## src/rtl/aos_regs.svh

```systemverilog
`ifndef AOS_REGS_SVH
`define AOS_REGS_SVH
// Register indices; the byte address on the bus is four times the index
`define AOS_IDX_OFS_X 8'h1e
`define AOS_IDX_OFS_Y 8'h1f
`define AOS_IDX_OFS_Z 8'h20
`define AOS_IDX_RATE 8'h2c
`define AOS_IDX_FMT 8'h31
`define AOS_IDX_CTRL 8'h3c
`define AOS_IDX_STAT 8'h3d
`define AOS_IDX_DATA_X 8'h40
`define AOS_IDX_DATA_Y 8'h41
`define AOS_IDX_DATA_Z 8'h42
// Reset values
`define AOS_OFS_RST 8'h00
`define AOS_RATE_RST 8'h0a
`define AOS_FMT_RST 8'h00
// Field positions
`define AOS_FMT_SELF_TEST 7
`define AOS_FMT_FULL_RES 3
`define AOS_RATE_LOW_POWER 4
// Offset step 15.6 mg, full-res count 3.9 mg: ratio four, two bit shift
`define AOS_OFS_SHIFT_FULL 2
// Settling samples after a self-test change
`define AOS_ST_SETTLE 3'h4
`endif

```

## src/rtl/aos_pkg.sv

```systemverilog
package aos_pkg;
  // Measured sample for one axis set
  typedef struct packed {
    logic [12:0] x;
    logic [12:0] y;
    logic [12:0] z;
  } aos_sample_t;
  // APB request
  typedef struct packed {
    logic psel;
    logic penable;
    logic pwrite;
    logic [11:0] paddr;
    logic [31:0] pwdata;
  } aos_apb_req_t;
endpackage

```

## src/rtl/aos_core.sv

```systemverilog
`timescale 1ns/1ps
`include "aos_regs.svh"
module aos_core
  import aos_pkg::*;
(
  // Clock and reset
  input wire logic pclk,
  input wire logic presetn,
  // APB slave
  input wire logic psel,
  input wire logic penable,
  input wire logic pwrite,
  input wire logic [11:0] paddr,
  input wire logic [31:0] pwdata,
  output logic [31:0] prdata,
  output logic pready,
  output logic pslverr,
  // Sensor side
  input wire aos_pkg::aos_sample_t sample,
  input wire logic sample_valid,
  output logic self_test_en,
  output logic [3:0] rate_code,
  output logic low_power
);
  import aos_pkg::*;

  logic [7:0] ofs [3];
  logic [7:0] rate;
  logic [7:0] fmt;
  logic [15:0] data [3];
  logic [2:0] settle;
  logic st_prev;

  // Bus decode
  wire logic [9:0] idx = paddr[11:2];
  wire logic setup = psel && !penable;
  wire logic acc = psel && penable;
  wire logic wr = acc && pwrite;
  wire logic mapped = (idx >= 10'(`AOS_IDX_OFS_X) && idx <= 10'(`AOS_IDX_OFS_Z))
    || idx == 10'(`AOS_IDX_RATE) || idx == 10'(`AOS_IDX_FMT)
    || idx == 10'(`AOS_IDX_STAT)
    || (idx >= 10'(`AOS_IDX_DATA_X) && idx <= 10'(`AOS_IDX_DATA_Z));
  wire logic full_res = fmt[`AOS_FMT_FULL_RES];
  wire logic [1:0] range_sel = fmt[1:0];

  // Trim scaled to output counts
  function automatic logic [15:0] trim_counts(input logic [7:0] t, input logic fr,
                                              input logic [1:0] rg);
    logic [15:0] se;
    se = {{8{t[7]}}, t};
    if (fr) begin
      trim_counts = 16'(se << `AOS_OFS_SHIFT_FULL);
    end else begin
      trim_counts = 16'($signed(se <<< `AOS_OFS_SHIFT_FULL) >>> rg);
    end
  endfunction

  // Read mux
  logic [31:0] next_prdata;
  always_comb begin
    next_prdata = 32'h0;
    if (idx >= 10'(`AOS_IDX_OFS_X) && idx <= 10'(`AOS_IDX_OFS_Z)) begin
      next_prdata = {24'h0, ofs[2'(idx - 10'(`AOS_IDX_OFS_X))]};
    end else if (idx == 10'(`AOS_IDX_RATE)) begin
      next_prdata = {24'h0, rate};
    end else if (idx == 10'(`AOS_IDX_FMT)) begin
      next_prdata = {24'h0, fmt};
    end else if (idx == 10'(`AOS_IDX_STAT)) begin
      next_prdata = {29'h0, settle};
    end else if (idx >= 10'(`AOS_IDX_DATA_X) && idx <= 10'(`AOS_IDX_DATA_Z)) begin
      next_prdata = {16'h0, data[2'(idx - 10'(`AOS_IDX_DATA_X))]};
    end
  end

  // APB answer, no wait states
  always_ff @(posedge pclk or negedge presetn) begin
    if (!presetn) begin
      pready <= 1'b0;
      pslverr <= 1'b0;
      prdata <= 32'h0;
    end else begin
      pready <= setup;
      pslverr <= setup && !mapped;
      prdata <= setup ? next_prdata : 32'h0;
    end
  end

  // Control registers
  wire logic wdone = wr && pready;
  always_ff @(posedge pclk or negedge presetn) begin
    if (!presetn) begin
      rate <= `AOS_RATE_RST;
      fmt <= `AOS_FMT_RST;
    end else begin
      if (wdone && idx == 10'(`AOS_IDX_RATE)) rate <= pwdata[7:0];
      if (wdone && idx == 10'(`AOS_IDX_FMT)) fmt <= pwdata[7:0];
    end
  end

  // Per-axis trims and corrected data
  genvar a;
  generate
    for (a = 0; a < 3; a++) begin : g_axis
      wire logic [12:0] raw = (a == 0) ? sample.x : (a == 1) ? sample.y : sample.z;
      wire logic [15:0] sum = 16'({{3{raw[12]}}, raw} + trim_counts(ofs[a], full_res,
                                                                   range_sel));
      always_ff @(posedge pclk or negedge presetn) begin
        if (!presetn) begin
          ofs[a] <= `AOS_OFS_RST;
          data[a] <= 16'h0;
        end else begin
          if (wdone && idx == 10'(`AOS_IDX_OFS_X) + 10'(a)) ofs[a] <= pwdata[7:0];
          if (sample_valid) data[a] <= sum;
        end
      end
    end
  endgenerate

  // Self-test drive and settle counter
  always_ff @(posedge pclk or negedge presetn) begin
    if (!presetn) begin
      self_test_en <= 1'b0;
      st_prev <= 1'b0;
      settle <= 3'h0;
      rate_code <= 4'h0;
      low_power <= 1'b0;
    end else begin
      self_test_en <= fmt[`AOS_FMT_SELF_TEST];
      st_prev <= fmt[`AOS_FMT_SELF_TEST];
      rate_code <= rate[3:0];
      low_power <= rate[`AOS_RATE_LOW_POWER];
      if (fmt[`AOS_FMT_SELF_TEST] != st_prev) begin
        settle <= `AOS_ST_SETTLE;
      end else if (sample_valid && settle != 3'h0) begin
        settle <= settle - 3'h1;
      end
    end
  end

  // Full-res expected sums, built apart from the datapath
  wire logic [15:0] exp_x = {{3{sample.x[12]}}, sample.x} + {{6{ofs[0][7]}}, ofs[0], 2'b00};
  wire logic [15:0] exp_y = {{3{sample.y[12]}}, sample.y} + {{6{ofs[1][7]}}, ofs[1], 2'b00};
  wire logic [15:0] exp_z = {{3{sample.z[12]}}, sample.z} + {{6{ofs[2][7]}}, ofs[2], 2'b00};

  // Trims zero once reset lifts
  property p_trim_reset;
    @(posedge pclk) $rose(presetn) |-> ofs[0] == 8'h00 && ofs[1] == 8'h00 && ofs[2] == 8'h00;
  endproperty
  a_trim_reset: assert property (p_trim_reset) else $error("trim not zero after reset");

  // Full-res X data is sample plus four counts per trim step
  property p_data_sum;
    @(posedge pclk) disable iff (!presetn)
      sample_valid && full_res |=> data[0] == $past(exp_x);
  endproperty
  a_data_sum: assert property (p_data_sum) else $error("x data not trim plus sample");

  // Full-res trim scale is four counts per step
  property p_scale_full;
    @(posedge pclk) disable iff (!presetn)
      full_res |-> trim_counts(ofs[1], 1'b1, range_sel) == {{6{ofs[1][7]}}, ofs[1], 2'b00};
  endproperty
  a_scale_full: assert property (p_scale_full) else $error("full res scale not four");

  // Negative trims stay negative
  property p_sign_ext;
    @(posedge pclk) disable iff (!presetn)
      ofs[2][7] |-> trim_counts(ofs[2], full_res, range_sel)[15];
  endproperty
  a_sign_ext: assert property (p_sign_ext) else $error("trim sign lost");

  // Full-res Y correction ignores the range field
  property p_range_free;
    @(posedge pclk) disable iff (!presetn)
      sample_valid && full_res |=> data[1] == $past(exp_y);
  endproperty
  a_range_free: assert property (p_range_free) else $error("trim depends on range");

  // Z data is sample plus scaled trim
  property p_data_z;
    @(posedge pclk) disable iff (!presetn)
      sample_valid && full_res |=> data[2] == $past(exp_z);
  endproperty
  a_data_z: assert property (p_data_z) else $error("z data not trim plus sample");

  // Data holds between samples
  property p_data_hold;
    @(posedge pclk) disable iff (!presetn)
      !sample_valid |=> $stable(data[0]);
  endproperty
  a_data_hold: assert property (p_data_hold) else $error("x data moved without sample");

  // Trim write lands
  property p_ofs_write;
    @(posedge pclk) disable iff (!presetn)
      wdone && idx == 10'(`AOS_IDX_OFS_Y) |=> ofs[1] == $past(pwdata[7:0]);
  endproperty
  a_ofs_write: assert property (p_ofs_write) else $error("trim write lost");

  // Trim holds without a write
  property p_ofs_keep;
    @(posedge pclk) disable iff (!presetn)
      !wdone |=> $stable(ofs[0]);
  endproperty
  a_ofs_keep: assert property (p_ofs_keep) else $error("trim moved without write");

  // Ready is a single pulse
  property p_ready_pulse;
    @(posedge pclk) disable iff (!presetn)
      pready |=> !pready;
  endproperty
  a_ready_pulse: assert property (p_ready_pulse) else $error("ready longer than one cycle");

  // Ready follows every setup
  property p_ready_setup;
    @(posedge pclk) disable iff (!presetn)
      setup |=> pready;
  endproperty
  a_ready_setup: assert property (p_ready_setup) else $error("no ready after setup");

  // Unmapped access flags an error
  property p_err_map;
    @(posedge pclk) disable iff (!presetn)
      setup && !mapped |=> pslverr;
  endproperty
  a_err_map: assert property (p_err_map) else $error("unmapped access not refused");

  // Mapped access has no error
  property p_err_ok;
    @(posedge pclk) disable iff (!presetn)
      setup && mapped |=> !pslverr;
  endproperty
  a_err_ok: assert property (p_err_ok) else $error("mapped access refused");

  // Read data only with ready
  property p_rd_idle;
    @(posedge pclk) disable iff (!presetn)
      !pready |-> prdata == 32'h0;
  endproperty
  a_rd_idle: assert property (p_rd_idle) else $error("read data outside ready");

  // Rate code output tracks register
  property p_rate_out;
    @(posedge pclk) disable iff (!presetn)
      1'b1 |=> rate_code == $past(rate[3:0]);
  endproperty
  a_rate_out: assert property (p_rate_out) else $error("rate code output stale");

  // Power mode output tracks register
  property p_lp_out;
    @(posedge pclk) disable iff (!presetn)
      1'b1 |=> low_power == $past(rate[`AOS_RATE_LOW_POWER]);
  endproperty
  a_lp_out: assert property (p_lp_out) else $error("power mode output stale");

  // Settle count steps down per sample
  property p_settle_dec;
    @(posedge pclk) disable iff (!presetn)
      fmt[`AOS_FMT_SELF_TEST] == st_prev && sample_valid && settle != 3'h0
        |=> settle == $past(settle) - 3'h1;
  endproperty
  a_settle_dec: assert property (p_settle_dec) else $error("settle count not stepped");

  // Settle count holds without samples
  property p_settle_hold;
    @(posedge pclk) disable iff (!presetn)
      fmt[`AOS_FMT_SELF_TEST] == st_prev && !sample_valid |=> $stable(settle);
  endproperty
  a_settle_hold: assert property (p_settle_hold) else $error("settle count drifted");

  // Self-test output follows format bit
  property p_st_follow;
    @(posedge pclk) disable iff (!presetn)
      $changed(fmt[`AOS_FMT_SELF_TEST]) |=> self_test_en == $past(fmt[`AOS_FMT_SELF_TEST]);
  endproperty
  a_st_follow: assert property (p_st_follow) else $error("self-test not applied");

  // Settle count loaded on self-test change
  property p_settle;
    @(posedge pclk) disable iff (!presetn)
      $changed(fmt[`AOS_FMT_SELF_TEST]) |=> ##1 settle == 3'h4;
  endproperty
  a_settle: assert property (p_settle) else $error("settle count not loaded");

  // Format write lands
  property p_fmt_write;
    @(posedge pclk) disable iff (!presetn)
      wdone && idx == 10'(`AOS_IDX_FMT) |=> fmt == $past(pwdata[7:0]) ##1 1'b1;
  endproperty
  a_fmt_write: assert property (p_fmt_write) else $error("format write lost");
endmodule

```

## config.mk

```make
export PLATFORM = sky130hd
export DESIGN_NAME = aos_core
export DESIGN_NICKNAME = d
export VERILOG_FILES = /design/src/rtl/aos_pkg.sv /design/src/rtl/aos_core.sv
export VERILOG_INCLUDE_DIRS = /design/src /design/src/rtl
export SDC_FILE = /design/constraint.sdc
export NUM_CORES = 1
export LEC_CHECK = 0
export BUFFER_PORTS_ARGS = -buffer_cell sky130_fd_sc_hd__buf_2
export CORE_UTILIZATION = 40
export DETAILED_ROUTE_END_ITERATION = 6
export MAX_ROUTING_LAYER = met4
export PLACE_DENSITY_LB_ADDON = 0.12
export SLEW_MARGIN = 20
export SYNTH_ARGS = -nofsm -noshare
export SYNTH_HDL_FRONTEND = slang
export SYNTH_SLANG_ARGS = --single-unit
```

## constraint.sdc

```tcl
create_clock -name pclk -period 3.6 [get_ports pclk]
set_clock_uncertainty 0.05 [all_clocks]
set_input_delay 0.72 -clock pclk [delete_from_list [all_inputs] [get_ports pclk]]
set_output_delay 0.72 -clock pclk [all_outputs]
set_load 0.005 [all_outputs]
```

[After elaboration in Yosys (flattened, before gate mapping)]
Index checks and enable logic that the tools add are counted.
Operators by class
  add/sub/neg operators: 6
  $mul: 0
  div/mod/pow operators: 0
  order comparisons: 6
  equal/unequal tests: 7
  shifts and indexed selects: 3
  mux-type cells: 17
  bitwise operators: 2
  reduce and logical (&&, ||, !) cells: 21
Operators by type and width (number)
  32-bit 2-to-1 mux: 5
  16-bit 2-to-1 mux: 6
  16-bit adder: 3
  10-bit by 2-bit >>> shifter with 16-bit output: 3
  10-bit by 6-bit equality test with 1-bit output, second input constant: 4
  16-bit binary-select mux with 2-bit select: 1
  10-bit by 5-bit equality test with 1-bit output, second input constant: 2
  8-bit binary-select mux with 2-bit select: 1
  8-bit 2-to-1 mux: 2
  1-bit logical AND: 13
  10-bit by 5-bit greater-or-equal comparator with 1-bit output, second input constant: 1
  10-bit by 7-bit greater-or-equal comparator with 1-bit output, second input constant: 1
  10-bit by 6-bit less-or-equal comparator with 1-bit output, second input constant: 1
  10-bit by 7-bit less-or-equal comparator with 1-bit output, second input constant: 1
  3-bit greater-or-equal comparator, second input constant: 2
  3-bit 2-to-1 mux: 2
  2-bit NOT with 3-bit output: 2
  1-bit logical OR: 4
  3-bit nonzero test: 1
  3-bit by 1-bit subtractor with 3-bit output, second input constant: 1
  1-bit zero test: 2
  2-bit nonzero test: 1
  2-bit by 1-bit subtractor with 2-bit output, second input constant: 1
  2-bit subtractor, second input constant: 1
  1-bit inequality test: 1
Storage, ports and cells
  flip-flop bits (word level): 131
  bits in latches: 0
  RAM bits: 0
  ROM bits: 0
  bits of input ports: 89
  output and inout bits: 40
  word-level logic and storage cells: 77
  memories kept: 0

[Longest topological paths before layout]
  depth after elaboration: 11
  mapped depth: 12
  mapped depth without buffers: 10

[Worst setup path before layout]
Ideal clock, no wire load.
  path type: register to register
  start point: register fmt[0]
  end point: register data[29] (netlist bit)
  library setup time: 0.140 ns
  data arrival time: 3.193 ns
  data required time: 3.410 ns
  path slack: 0.217 ns
  cell stages (with the launch flop): 12
  buffers on the path: 2
  period minus slack after synthesis: 3.383 ns
  cells stage by stage: dfrtp_1 clkbuf_1 buf_1 mux2_2 a22oi_1 o21ai_0 ha_1 o21ai_0 o21a_1 or3b_2 a2111oi_0 nor2_1
On the way
  word-level cells in the longest chain between the ends: 3
RTL lines
  start: declaration: line aos_core.sv:29  | logic [7:0] fmt;
  start signal: assignment: line aos_core.sv:93  | fmt <= `AOS_FMT_RST;
  start signal: assignment: line aos_core.sv:96  | if (wdone && idx == 10'(`AOS_IDX_FMT)) fmt <= pwdata[7:0];
  10-bit by 2-bit >>> shifter with 16-bit output: line aos_core.sv:54  | trim_counts = 16'($signed(se <<< `AOS_OFS_SHIFT_FULL) >>> rg);
  16-bit 2-to-1 mux: line aos_core.sv:51  | if (fr) begin
  16-bit adder: line aos_core.sv:105  | wire logic [15:0] sum = 16'({{3{raw[12]}}, raw} + trim_counts(ofs[a], full_res,
  end signal: indexed assignment: line aos_core.sv:113  | if (sample_valid) data[a] <= sum;
  end: declaration: line aos_core.sv:30  | logic [15:0] data [3];
No other way between the ends.
A chain may end at the register's enable or synchronous reset.

[Worst setup path after layout]
Same ends and word-level chain as after synthesis.

==> results_dict.tcl <==
set metrics [dict create \
    tns_ns 0 \
    cts_buffers 17 \
    critPathKind "reg2reg" \
    clk_latency_ns 0.43 \
    synthAdderAreaFrac_pct 7.423 \
    dp_hpwl_um 15890 \
    drtAntennaViolNets 0 \
    std_cell_rows 50 \
    ys_seq_elements 115 \
    vias 6354 \
    htreeDepth 4 \
    die-height_um 140.9 \
    busiest_layer "met2" \
    start_kind "flip-flop" \
    synth_top_area_share_pct 36.63 \
    synth_mux_area_share_pct 14.91 \
    dr.pass1.iters 5 \
    fin_cells 1176 \
    yosys.area.top_type "dfrtp_1" \
    dp_cells 1144 \
    grt_overflow_total 0 \
    p_leak_uw 0.004187 \
    synth_edf_count 0 \
    seq_area_frac_synth_pct 37.31 \
    cp.arrival_ns 3.54 \
    p_sw_uw 932.6 \
    fin_crit_sh_pct 91.33 \
    die_area_mm2 0.01986 \
    clk_pin_slew_ns 0.06 \
    relSlewSlack_pct 50.68 \
    maxCapViolCount 0 \
    initial_utilization_pct 41.00 \
    yosys.area_share.simple_pct 16.34 \
    final_util_pct 48.01 \
    drt_iter0_drc 347 \
    synth_area_per_cell_um2 9.438 \
    cts.sinks 115 \
    ir_worst_vdd_mv 0.2717 \
    clkPwrFrac_pct 49.5 \
    grt_util_met1_pct 32.11 \
    tightest_slew_ns 0.7382 \
    synth_xor_area_share_pct 1.248 \
    crit_fanout 10 \
    powerDensity_mw_per_mm2 398.0 \
    async_reset_ff_share_pct 100.0 \
    end_kind "flip-flop" \
    comb_power_share_pct 11.1 \
    place.gp.congestion 0.8684 \
    grt_use_total_pct 23.27 \
    slew_viol_final 0 \
    synth_warnings 0 \
    synth_area_mm2 0.007720 \
    yosysUniqueCellTypes 63 \
    power.internal_uw 2665 \
    fillers 1786 \
    drc 0 \
    seqPwrFrac_pct 39.3 \
    synth_top_family_by_area "compound AO/OA/AOI/OAI gates" \
    vias_per_cell 5.403 \
    cts_tree "built" \
    placement.io_buffers 86 \
    grt_use_met2_pct 34.85 \
    routed_wl_um 21130 \
    worstPathRequired_ns 3.86 \
    synth_compound_area_share_pct 18.25 \
    synthTopCellsByArea "dfrtp_1 (37%), mux2_2 (11%), ha_1 (6.6%), o21ai_0 (5.1%), mux2i_1 (4.4%)" \
    post-route-min-period_ns 3.288 \
    ioPinCount 129 \
    min_path_type "in2async" \
    setup_viol 0 \
    insertedDiodeCount 0 \
    hold_viol_final 0 \
    grt_pass1_wl_um 34040 \
    coreArea_mm2 0.01883 \
    yosys_most_used_dff "dfrtp_1" \
    cts_buffer_depth 2 \
    cts_root_buffer "clkbuf_16" \
    grtUsageMet3_pct 4.110 \
    rsz0062_at_grt "no" \
    die_w_um 140.9 \
    avgRoutedWirePerCell_um 17.97 \
    nNetsFinal 1036 \
    fmax_mhz 304.2 \
    p_sw_share_pct 25.92 \
    drive_gt1_share_pct 25.11 \
    antenna_found_initial 0 \
    area_delta_synth_final_pct 17.10 \
    status "finished clean" \
    netlist_instances 818 \
    grt_max_degree 73 \
    grt_pass1_vias 6211 \
]
-- what timing repair did --
item	4_1_cts	5_1_grt
setup endpoints to repair	0	1
buffers inserted	0	0
gates resized for setup	0	1
hold buffers	0	0
-- synthesized netlist by cell type, types with 4 or more instances --
master / instances
nor2b_1: 9
nor2_1: 48
or3_1: 7
and2_1: 15
and4_1: 4
clkbuf_1: 29
o21a_1: 6
xnor2_1: 8
a21o_1: 12
a211o_1: 4
nand4_1: 9
buf_4: 16
or2_2: 5
a31oi_1: 14
o2bb2ai_1: 6
a211oi_1: 11
nand2_1: 84
mux2i_1: 34
nand3_1: 23
ha_1: 41
nor3b_1: 7
nor3_1: 5
nand2b_1: 6
o21ai_0: 78
a22oi_1: 20
mux2_2: 72
dfrtp_1: 113
a31o_2: 4
o31ai_1: 7
a21oi_1: 35
buf_2: 6
inv_1: 20
and3_1: 5
-- critical path: stages (launching register included) --
cell and delay, ns:
dfrtp_1 0.39, buf_4 0.19, o21bai_1 0.34, mux2_2 0.41, ha_1 0.37, nand2_1 0.13
nor2_1 0.17, or3b_2 0.50, a2111oi_0 0.39, buf_4 0.18, nor2_1 0.04
-- state kept, by name, indices dropped and copies added, names as in the netlist, 3 cells and up --
name and flops:
data 48, fmt 8, ofs 24, prdata 16, rate 8, rate_code 4, settle 3
-- stage by stage --
| step | setup slack [ns] | area [um2] | hold WS [ns] | power (uW) |
|---|---|---|---|---|
| CTS | 0.3023 | 9037 | 0.1350 | 3630 |
| finish | 0.3122 | 9040 | 0.1309 | 3598 |
| floorplan | 0.2169 | 7776 | 0.3192 | 1677 |
| detailed placement | 0.3486 | 8416 | 0.3506 | 1841 |
| global placement | 0.3459 | 8416 | 0.3483 | 1831 |
| global route | 0.07406 | 9040 | 0.1370 | 3755 |
-- cells by family after synthesis --
group / count (synthesis)
and+or+nand+nor: 245
AOI/OAI and AO/OA: 222
DFF: 115
muxes: 106
buffers and inverters: 74
adders and majority gates: 44
xor gates and xnor gates: 11
other: 1
-- power groups by stage --
stage | clock (uW) | combinational [uW] | sequential (uW)
2_1_floorplan | 0 | 261 | 1420
3_3_place_gp | 0 | 394 | 1440
3_5_place_dp | 0 | 401 | 1440
4_1_cts | 1810 | 404 | 1420
5_1_grt | 1870 | 454 | 1430
6_report | 1780 | 401 | 1420
-- path summary, 6_finish.rpt --
kind	endpoint	cells after the start	startpoint	slack, ns
setup reg to reg	data[29]	10	fmt[0]	0.31
hold reg to reg	rate_code[0]	0	rate[0]	0.36
hold / removal	prdata[14]	1	presetn	0.13
max in group asynchronous	rate[1]	2	presetn	2.65
setup / recovery	data[29]	10	fmt[0]	0.31
min in group pclk	rate_code[0]	0	rate[0]	0.36
-- per-layer routing --
metal,part of all wire (%),routed length [um],vias to the layer above
li1,-,-,3157
met1,50,10500,3002
met2,45,9416,173
met3,4.4,920,22
met4,1.4,291,0
met5,0,0,-
-- layout by cell type (no fill, tap or decap), types with 4 or more instances in the layout --
master        n
a211o_1       4
a211oi_1     11
a21o_1       12
a21oi_1      35
a22oi_1      20
a31o_2        4
a31oi_1      14
and2_1       15
and3_1        5
and4_1        4
buf_2        85
buf_4        18
clkbuf_16    17
clkinvlp_4    5
conb_1       16
dfrtp_1     113
ha_1         41
inv_1        20
mux2_2       72
mux2i_1      34
nand2_1      84
nand2b_1      6
nand3_1      23
nand4_1       9
nor2_1       48
nor2b_1       8
nor3_1        5
nor3b_1       7
o21a_1        6
o21ai_0      78
o2bb2ai_1     6
o31ai_1       7
or2_2         5
or3_1         7
xnor2_1       8
-- cell type report --
type | instances | area [um2] | area share (%)
clock inverters | 12 | 155.1 | 1.716
multi-input cells | 644 | 4553 | 50.37
repair buffers | 104 | 580.6 | 6.422
inverters | 21 | 78.83 | 0.8720
clock buffers | 20 | 466.7 | 5.163
well taps | 260 | 325.3 | 3.599
flip-flops and latches | 115 | 2880 | 31.86
Note: power is estimated with default switching activity, not from simulation.
